===== src/qed_sync.sv =====
// Purpose: Shared constants and the three-stage pin synchroniser for the quadrature decoder
// Assumes: Pins are asynchronous to clk_sys; rst_n is already synchronous to clk_sys
// Notes:   A bit's output changes once stages two and three agree
`timescale 1ns/100ps
package qed_pkg;
   localparam int SYNC_STAGES        = 3;
   localparam int FILL_CYCLES        = 4;
   localparam int CLK_PERIOD_NS      = 25;
   localparam int CYCLE_FREQ_MAX_KHZ = 100;
   localparam int CYCLE_MIN_NS       = 1000000 / CYCLE_FREQ_MAX_KHZ;
   localparam int DEG_PER_CYCLE      = 360;
   localparam int STATES_PER_CYCLE   = 4;
   localparam int STATE_NOM_DEG      = 90;
   localparam int STATE_ERR_MAX_DEG  = 40;
   localparam int CPR_DEFAULT        = 500;
   localparam int CPR_MIN            = 96;
   localparam int CPR_MAX            = 1000;
   localparam int POS_W_DEFAULT      = 32;
   localparam int WID_W              = 8;
   // Shortest legal state at top speed, rounded up to whole clocks
   localparam int STATE_MIN_CYC      = (CYCLE_MIN_NS * (STATE_NOM_DEG - STATE_ERR_MAX_DEG)
                                        + DEG_PER_CYCLE * CLK_PERIOD_NS - 1)
                                       / (DEG_PER_CYCLE * CLK_PERIOD_NS);
   localparam int ANG_W              = $clog2(STATES_PER_CYCLE * CPR_MAX);
   localparam logic [1:0] AB_RST     = 2'h0;
   typedef enum logic [0:0] {QED_WAIT, QED_RUN} qed_state_t;
endpackage

module qed_sync #(
   parameter int W = 2
) (
   input  wire logic         clk_sys,
   input  wire logic         rst_n,
   input  wire logic [W-1:0] d,
   output logic      [W-1:0] q,
   output logic              vld
);
   logic [W-1:0] s1_r;
   logic [W-1:0] s2_r;
   logic [W-1:0] s3_r;
   logic [W-1:0] q_r;
   logic [2:0]   fill_r;
   logic [2:0]   fill_nxt;

   if (W < 1) begin : g_chk
      $error("qed_sync: W must be at least 1");
   end

   for (genvar i = 0; i < W; i++) begin : g_bit
      logic q_nxt;
      assign q_nxt = (s2_r[i] == s3_r[i]) ? s3_r[i] : q_r[i];
      always_ff @(posedge clk_sys or negedge rst_n) begin
         if (!rst_n) begin
            s1_r[i] <= 1'b0;
            s2_r[i] <= 1'b0;
            s3_r[i] <= 1'b0;
            q_r[i]  <= 1'b0;
         end else begin
            s1_r[i] <= d[i];
            s2_r[i] <= s1_r[i];
            s3_r[i] <= s2_r[i];
            q_r[i]  <= q_nxt;
         end
      end
   end

   assign fill_nxt = (fill_r == 3'(qed_pkg::FILL_CYCLES)) ? fill_r : fill_r + 3'h1;

   always_ff @(posedge clk_sys or negedge rst_n) begin
      if (!rst_n) begin
         fill_r <= 3'h0;
      end else begin
         fill_r <= fill_nxt;
      end
   end

   assign q   = q_r;
   assign vld = (fill_r == 3'(qed_pkg::FILL_CYCLES));
endmodule // qed_sync


===== src/qed_decoder.sv =====
// Purpose: Host decoder for a two-channel quadrature encoder: position, direction, angle, faults
// Assumes: chan_a and chan_b come straight from the encoder pins, asynchronous to clk_sys
// Notes:   Notes on behaviour follow
// Notes on behaviour
// The encoder drives exactly two outputs, the second a quarter cycle behind the first.
// Each cycle has four states bounded by alternating transitions on the two channels.
// Each encoder output is high for about half a cycle, within 40 degrees of error.
// Channel A leading means forward and B leading means reverse; direction follows the leader.
// States may deviate by up to 40 degrees from a quarter cycle and must still decode.
// The spacing between the high centres of the two channels is about 90 degrees.
// One shaft turn gives N cycles, so 4N states are counted per turn.
// The codewheel count may be 500 or 1000, or anywhere from 96 to 512.
// Cycles run up to 100 kHz and sampling must resolve every state at that rate.
// Both channels pass a synchroniser and each single-channel change steps the count by one.
// A change on both channels at once is illegal, leaves the count alone and sets a sticky flag.
`timescale 1ns/100ps
module qed_decoder #(
   parameter int CPR   = qed_pkg::CPR_DEFAULT,
   parameter int POS_W = qed_pkg::POS_W_DEFAULT
) (
   input  wire logic                       clk_sys,
   input  wire logic                       arst_n,
   input  wire logic                       chan_a,
   input  wire logic                       chan_b,
   input  wire logic                       pos_clr,
   input  wire logic                       err_clr,
   output logic signed [POS_W-1:0]         pos_count,
   output logic [qed_pkg::ANG_W-1:0]       angle,
   output logic                            dir_fwd,
   output logic                            step_pulse,
   output logic                            rev_pulse,
   output logic                            illegal_err,
   output logic                            overspeed_err
);
   localparam int ANG_W   = qed_pkg::ANG_W;
   localparam int ANG_TOP = qed_pkg::STATES_PER_CYCLE * CPR - 1;

   // Elaboration checks
   if (CPR < qed_pkg::CPR_MIN || CPR > qed_pkg::CPR_MAX) begin : g_chk_cpr
      $error("qed_decoder: CPR out of supported range");
   end
   if (POS_W < 2 || POS_W > 64) begin : g_chk_pos
      $error("qed_decoder: POS_W out of range");
   end
   if (qed_pkg::STATE_MIN_CYC <= qed_pkg::FILL_CYCLES) begin : g_chk_rate
      $error("qed_decoder: clock too slow to resolve every state");
   end

   logic                     rst_s1_r;
   logic                     rst_n_s;
   logic [1:0]               ab_cur;
   logic                     sync_vld;
   logic [1:0]               ab_prev_r;
   qed_pkg::qed_state_t      st_r;
   qed_pkg::qed_state_t      st_nxt;
   logic signed [POS_W-1:0]  pos_r;
   logic signed [POS_W-1:0]  pos_nxt;
   logic [ANG_W-1:0]         ang_r;
   logic [ANG_W-1:0]         ang_nxt;
   logic [qed_pkg::WID_W-1:0] wid_r;
   logic [qed_pkg::WID_W-1:0] wid_nxt;
   logic                     dir_r;
   logic                     step_r;
   logic                     rev_r;
   logic                     ill_r;
   logic                     ovs_r;

   // Reset release through two flops
   always_ff @(posedge clk_sys or negedge arst_n) begin
      if (!arst_n) begin
         rst_s1_r <= 1'b0;
         rst_n_s  <= 1'b0;
      end else begin
         rst_s1_r <= 1'b1;
         rst_n_s  <= rst_s1_r;
      end
   end

   qed_sync #(
      .W       (2)
   ) u_sync (
      .clk_sys (clk_sys),
      .rst_n   (rst_n_s),
      .d       ({chan_a, chan_b}),
      .q       (ab_cur),
      .vld     (sync_vld)
   );

   // Transition decode; ab[1] is A, ab[0] is B
   logic       running;
   logic [1:0] chg;
   logic       one_chg;
   logic       both_chg;
   logic       fwd;
   logic       step_fwd;
   logic       step_rev;
   logic       ang_wrap_f;
   logic       ang_wrap_r;
   logic       too_fast;

   assign running    = (st_r == qed_pkg::QED_RUN);
   assign chg        = ab_cur ^ ab_prev_r;
   assign one_chg    = running && (chg[1] ^ chg[0]);
   assign both_chg   = running && chg[1] && chg[0];
   assign fwd        = ab_prev_r[0] ^ ab_cur[1];
   assign step_fwd   = one_chg && fwd;
   assign step_rev   = one_chg && !fwd;
   assign ang_wrap_f = step_fwd && (ang_r == ANG_W'(ANG_TOP));
   assign ang_wrap_r = step_rev && (ang_r == '0);
   assign too_fast   = one_chg && (wid_r < qed_pkg::WID_W'(qed_pkg::STATE_MIN_CYC - 1));

   // Position follows direction; illegal steps leave it alone
   assign pos_nxt = pos_clr  ? '0 :
                    step_fwd ? pos_r + POS_W'(1) :
                    step_rev ? pos_r - POS_W'(1) : pos_r;

   // Angle within one turn, 4N states
   assign ang_nxt = pos_clr    ? '0 :
                    ang_wrap_f ? '0 :
                    ang_wrap_r ? ANG_W'(ANG_TOP) :
                    step_fwd   ? ang_r + ANG_W'(1) :
                    step_rev   ? ang_r - ANG_W'(1) : ang_r;

   // Clocks since last accepted state change, saturating
   assign wid_nxt = one_chg ? '0 :
                    (wid_r == '1) ? wid_r : wid_r + qed_pkg::WID_W'(1);

   always_comb begin
      st_nxt = st_r;
      case (st_r)
         qed_pkg::QED_WAIT: begin
            if (sync_vld) begin
               st_nxt = qed_pkg::QED_RUN;
            end
         end
         qed_pkg::QED_RUN: begin
            st_nxt = qed_pkg::QED_RUN;
         end
         default: begin
            st_nxt = qed_pkg::QED_WAIT;
         end
      endcase
   end

   always_ff @(posedge clk_sys or negedge rst_n_s) begin
      if (!rst_n_s) begin
         st_r      <= qed_pkg::QED_WAIT;
         ab_prev_r <= qed_pkg::AB_RST;
      end else begin
         st_r      <= st_nxt;
         ab_prev_r <= ab_cur;
      end
   end

   always_ff @(posedge clk_sys or negedge rst_n_s) begin
      if (!rst_n_s) begin
         pos_r <= '0;
         ang_r <= '0;
         wid_r <= '1;
      end else begin
         pos_r <= pos_nxt;
         ang_r <= ang_nxt;
         wid_r <= wid_nxt;
      end
   end

   always_ff @(posedge clk_sys or negedge rst_n_s) begin
      if (!rst_n_s) begin
         dir_r  <= 1'b1;
         step_r <= 1'b0;
         rev_r  <= 1'b0;
      end else begin
         dir_r  <= one_chg ? fwd : dir_r;
         step_r <= one_chg;
         rev_r  <= ang_wrap_f || ang_wrap_r;
      end
   end

   // Sticky faults; a new event wins over a clear
   always_ff @(posedge clk_sys or negedge rst_n_s) begin
      if (!rst_n_s) begin
         ill_r <= 1'b0;
         ovs_r <= 1'b0;
      end else begin
         ill_r <= both_chg || (ill_r && !err_clr);
         ovs_r <= too_fast || (ovs_r && !err_clr);
      end
   end

   assign pos_count     = pos_r;
   assign angle         = ang_r;
   assign dir_fwd       = dir_r;
   assign step_pulse    = step_r;
   assign rev_pulse     = rev_r;
   assign illegal_err   = ill_r;
   assign overspeed_err = ovs_r;
endmodule // qed_decoder


===== config.mk =====
export PLATFORM = sky130hd
export DESIGN_NAME = qed_decoder
export DESIGN_NICKNAME = d
export VERILOG_FILES = /design/src/qed_sync.sv /design/src/qed_decoder.sv
export SDC_FILE = /design/constraint.sdc
export NUM_CORES = 1
export LEC_CHECK = 0
export BUFFER_PORTS_ARGS = -buffer_cell sky130_fd_sc_hd__buf_2
export CORE_MARGIN = 2
export CORE_UTILIZATION = 29
export CTS_CLUSTER_SIZE = 30
export DETAILED_ROUTE_END_ITERATION = 8
export MAX_ROUTING_LAYER = met4
export SLEW_MARGIN = 25
export SYNTH_ARGS = -nofsm -noshare
export SYNTH_HDL_FRONTEND = slang
export SYNTH_HIERARCHICAL = 1
export SYNTH_SLANG_ARGS = --single-unit

===== constraint.sdc =====
create_clock -name clk_sys -period 2.5 [get_ports clk_sys]
set_clock_uncertainty 0.2 [all_clocks]
set_input_delay 0.375 -clock clk_sys [delete_from_list [all_inputs] [get_ports clk_sys]]
set_output_delay 0.375 -clock clk_sys [all_outputs]
set_load 0.02 [all_outputs]

-- After elaboration in Yosys (flattened, before gate mapping)
Index checks and enable logic that the tools add are counted.
- flip-flop bits (word level): 73
- input bits: 6
- output and inout port bits: 49
- logic and storage cells: 68
- add/subtract/negate cells: 6
- order comparisons: 1
- equality and inequality tests: 6
- mux-type cells: 12
- bitwise operators: 4
- reductions and logical operators: 18
- operator list (operator ; number):
    two-way mux 32 bit ; 3
    two-way mux 12 bit ; 5
    adder 32 x 1 -> 32 bit (second input constant) ; 1
    subtractor 32 x 1 -> 32 bit (second input constant) ; 1
    two-way mux 8 bit ; 2
    adder 12 x 1 -> 12 bit (second input constant) ; 1
    equality test 12 x 11 -> 1 bit (second input constant) ; 1
    zero test 12 bit ; 1
    subtractor 12 x 1 -> 12 bit (second input constant) ; 1
    logical AND 1 bit ; 10
    adder 8 x 1 -> 8 bit (second input constant) ; 1
    equality test 8 bit (second input constant) ; 1
    less-than comparator 8 x 6 -> 1 bit (second input constant) ; 1
    nonzero test 5 bit ; 1
    adder 3 x 1 -> 3 bit (second input constant) ; 1
    equality test 3 bit (second input constant) ; 1
    logical OR 1 bit ; 3
    nonzero test 3 bit ; 1
    equality test 1 bit ; 2
    zero test 1 bit ; 2
    != test 2 bit (second input constant) ; 1
    case mux 1 bit (2 select lines) ; 1
    XOR 1 bit ; 2
    XOR 2 bit ; 1
    other kinds (2) ; 2

-- Depth between registers and ports, before layout
- depth in word-level cells: 9
- mapped depth: 14
- depth with buffers taken out: 13

-- Modules after synthesis
The synthesis kept the hierarchy.
- modules (own cells, without submodules) (module ; instances ; cells each ; area an instance (um2) ; sequential area each (um2)):
    qed_decoder ; 1 ; 504 ; 4454.3 ; 1562.7
    qed_sync ; 1 ; 24 ; 376.6 ; 275.3

-- Least setup slack after synthesis
No wires, ideal clock.
- kind: register -> register
- start point: reg u_sync.q_r[1], in the netlist u_sync/q[1]
- end point: reg pos_r[31], in the netlist pos_count[31]
- setup time: 78 ps
- arrival time: 4109 ps
- data required time: 2222 ps
- slack: -1887 ps
- stages on the path, launching flop included: 15
- path buffers: 1
- period minus slack after synthesis: 4387 ps
- cells stage by stage: dfrtp_1 xnor2_1 nor2_1 nand2_1 ha_1 buf_6 a2111oi_4 o21ai_0 a21oi_1 o21ai_2 a221o_2 a211oi_2 xor2_1 or3_1 a21oi_1
- cells in the longest elaborated chain, start to end: 6
- elaborated cells between the ends (all ways): 10
- classes of those cells: 2 x mux; 3 x bitwise; 5 x reduce/logical
- ends and longest elaborated chain (what ; line ; source):
    start: declaration ; qed_sync.sv:41 ; logic [W-1:0] q_r;
    start signal: indexed assignment ; qed_sync.sv:62 ; q_r[i] <= q_nxt;
    XOR 2 bit ; qed_decoder.sv:102 ; assign chg = ab_cur ^ ab_prev_r;
    XOR 1 bit ; qed_decoder.sv:103 ; assign one_chg = running && (chg[1] ^ chg[0]);
    logical AND 1 bit ; qed_decoder.sv:103 ;
    logical AND 1 bit ; qed_decoder.sv:106 ; assign step_fwd = one_chg && fwd;
    two-way mux 32 bit ; qed_decoder.sv:114 ; step_fwd ? pos_r + POS_W'(1) :
    two-way mux 32 bit ; qed_decoder.sv:113 ; assign pos_nxt = pos_clr ? '0 :
    end signal: assignment ; qed_decoder.sv:161 ; pos_r <= pos_nxt;
    end: declaration ; qed_decoder.sv:56 ; logic signed [POS_W-1:0] pos_r;
Several ways; a longest one is shown, not always the timed one.
A chain may end at the register's enable or synchronous reset.

-- Final worst setup path
- start point: reg u_sync.q_r[0], in the netlist u_sync/q[0]
- end point: reg pos_r[31], in the netlist pos_count[31]
- cells in the longest elaborated chain, start to end: 6
- elaborated cells between the ends (all ways): 8
- classes of those cells: 2 x mux; 2 x bitwise; 4 x reduce/logical
- ends and longest elaborated chain (what ; line):
    XOR 2 bit * ; qed_decoder.sv:102
    XOR 1 bit * ; qed_decoder.sv:103
    logical AND 1 bit * ; qed_decoder.sv:103
    logical AND 1 bit ; qed_decoder.sv:106
    two-way mux 32 bit ; qed_decoder.sv:114
    two-way mux 32 bit ; qed_decoder.sv:113
Mark *: on every way between the ends. The rest lies on a longest branch, timed or not.

==> flow_summary.ini <==
[synthesis]
ys_types = 59
synthAdderAreaFrac = 0.142
synthDominantCellAreaShare = 0.332
syn_inst = 528
ys_warn_count = 6
synth_top_family_by_area = compound AO/OA/AOI/OAI gates
syn_nets = 586
yosysSeqAreaShare = 0.380
synth-edff-count = 0
synth_seq_cells = 73
synth-compound-area-share = 0.206
synth_mux_area_frac = 0.00725
synth_common_cells = nand2_1 (74), dfrtp_1 (64), a21oi_1 (60)
synth-main-ff-cell = dfrtp_1
yosys.area.top_type = dfrtp_1
synth-xor-area-share = 0.0852
synthArstFlopShare = 1.00
synth.area.top_cells = dfrtp_1 (33%), ha_1 (13%), a21oi_1 (6.2%), nand2_1 (5.7%), xnor2_1 (5.3%)
syn-cell-area_um2 = 4830
synth-simple-area-share = 0.154
syn_avg_cell_area_um2 = 9.15
yosysMostFrequentCell = nand2_1

[grt]
grt_max_degree = 39
grtUsageTotal = 0.173
grt_pass1_wl_um = 23700
grt_pass1_vias = 4829
grt_antenna_before_repair = 0
grt-ovfl-total = 0

[timing]
fin_crit_sh = 1.37
setup_tns_ns = -19.84
setup_viol = 37
drv_slew = 0
worstMarginPinSlew_ns = 0.602
hold-worst-slack_ns = 0.0285
max_freq_mhz = 291
max_slew_margin = 0.597
period_minus_slack_ns = 3.44
finalHoldViolCount = 0
layout_setup_ws_ns = -0.937
rsz0062_at_grt = true

[worst_setup_path]
critPathKind = flop to flop
ff2ff_path_depth = 14
critPathRequiredTime_ns = 2.57
cp-start-kind = flop
rr_endpoint = pos_count[31]
crit_end = pos_count[31]
critPathLaunch = u_sync/q[0]
arrival_ns = 3.51
reg2reg_from = u_sync/q[0]
end_kind = flop
cp_max_fo = 7
rrSetupSlack_ns = -0.94

[power_and_ir_drop]
switching_share = 0.439
power.leakage_nw = 3.68
power.internal_w = 0.00706
p_comb_frac = 0.747
power.density_nw_per_um2 = 1640
seqPwrFrac = 0.155
ir_drop_uv = 476
p_sw_w = 0.00552
power.share.clock = 0.098

[clocking]
cts_buffers = 9
htreeDepth = 3
clockBufferDepth = 2
clock_sinks = 73
cts_root_buf = clkbuf_16
cts.clk_slew.worst_paths_ns = 0.06
clock_latency_ns = 0.34
cts_tree = done

[drt]
antenna_left = 0
via_count = 4750
drt-pass1-iter-count = 4
drc = 0
vias_per_cell = 4.87
wl_per_cell_um = 15.3
drt_wl_total_um = 15000
drt_iter0_markers = 232

[cells_and_area]
nNetsFinal = 809
layout-drive-gt1-share = 0.468
fin_cells = 976
areaGrowthSynthToFinish_pct = 58.8
antennaDiodeCount = 0
fin_area_um2 = 7670

[floorplanning]
core_um2 = 16400
rows = 47
initial_core_util = 0.294
die-area_um2 = 17700
die_x_um = 133
ios = 55
fp.dieH_um = 133

[place]
dpl_cell_area_um2 = 6550
gp_congestion = 0.861
io_buffers = 54
dp.cells = 929
hpwl_um = 10400

[worst_hold_path]
hold_path.class = primary input to flop
hold_start = err_clr

[status]
outcome = finished, violations left
violations = setup timing

[run]
cap_violations = 0
==> cell families after synthesis <==
kind of cell,after synthesis
simple gates,165
compound gates,156
flops,73
fa+ha+maj,54
xor+xnor,47
buf+inv,29
mux,3
other cells,1
==> metrics by stage <==
step	setup slack, ns	total power, W	utilization
after detailed placement	-0.992	0.00950	0.399
final	-0.937	0.0126	0.467
after floorplan	-0.964	0.00653	-
after global placement	-0.925	0.00933	0.399
after global routing	-1.08	0.0135	0.467
after CTS	-0.948	0.0113	0.439
==> repair_timing <==
| item | 4_1_cts | 5_1_grt |
|---|---|---|
| hold endpoints to repair | 7 | 0 |
| hold buffers | 4 | 0 |
| buffers inserted | 15 | 18 |
| resized for setup | 33 | 93 |
| gates cloned | 3 | 0 |
| endpoints found under the setup margin | 38 | 41 |
| pin swaps | 29 | 71 |
==> state kept, by name (all words and copies together) (netlist names) <==
signal / cells
pos_count: 32
angle: 12
wid_r: 8
u_sync/fill_r: 3
ab_prev_r: 2
u_sync/q: 2
u_sync/s1_r: 2
u_sync/s2_r: 2
u_sync/s3_r: 2
dir_fwd: 1
illegal_err: 1
overspeed_err: 1
rev_pulse: 1
rst_n_s: 1
rst_s1_r: 1
running: 1
step_pulse: 1
==> worst min path at each step <==
stage	endpoint	slack, ns	cells past startpoint
global placement	step_pulse	-0.09	0
global route	overspeed_err	0.03	2
detailed placement	step_pulse	-0.09	0
CTS	overspeed_err	0.02	2
finish	overspeed_err	0.03	2
floorplan	rst_n_s	-0.12	0
==> worst max-delay path, cell delays in order (launching register included) <==
cell       delay (ns)
dfrtp_1          0.41
xor2_2           0.21
nor2_4           0.11
buf_12           0.16
nand2_8          0.10
ha_4             0.29
a2111oi_4        0.33
o21ai_2          0.11
a21oi_2          0.20
o21ai_4          0.09
a221o_2          0.38
a211oi_2         0.21
xor2_1           0.11
or3_1            0.33
a21oi_2          0.13
==> cell usage in the layout (no fill, tap or decap), drive strengths merged, types with 2 or more instances in the layout <==
| master | count |
|---|---|
| buf | 219 |
| nand2 | 78 |
| dfrtp | 64 |
| a21oi | 60 |
| ha | 50 |
| nor2 | 43 |
| o21ai | 33 |
| xnor2 | 29 |
| a21o | 19 |
| xor2 | 18 |
| inv | 18 |
| nand3 | 12 |
| a22o | 9 |
| clkbuf | 9 |
| dfstp | 9 |
| nor3 | 8 |
| and3 | 7 |
| nand4 | 7 |
| a211oi | 7 |
| a31oi | 6 |
| dlygate4sd3 | 4 |
| o21bai | 4 |
| o211ai | 3 |
| or4 | 3 |
| clkinv | 3 |
| o21a | 2 |
| a211o | 2 |
| mux2i | 2 |
| fa | 2 |
| maj3 | 2 |
| o31ai | 2 |
| a2111oi | 2 |
==> routing by layer <==
| metal | global-route usage | wire, um | vias to the layer above |
|---|---|---|---|
| li1 | - | - | 2338 |
| met1 | 0.203 | 6480 | 2283 |
| met2 | 0.293 | 7470 | 99 |
| met3 | 0.0299 | 567 | 30 |
| met4 | 0.0711 | 438 | 0 |
| met5 | - | 0 | - |
==> final cells by class <==
| class | instances | area (um^2) |
|---|---|---|
| clock buffers | 9 | 225 |
| well taps | 220 | 275 |
| flip-flops and latches | 73 | 1840 |
| repair buffers | 223 | 1650 |
| inverters | 15 | 56.3 |
| clock inverters | 7 | 52.6 |
| fillers | 1511 | 8740 |
| multi-input cells | 429 | 3570 |
==> power groups by stage <==
stage	Combinational, W	Clock, W	Sequential, W
after floorplan	0.00422	0	0.00231
after global placement	0.00742	0	0.00191
after detailed placement	0.00757	0	0.00193
after CTS	0.00816	0.00126	0.00193
after global routing	0.0102	0.00131	0.00200
final	0.00940	0.00123	0.00195
Power figures use the tool's default switching activity.
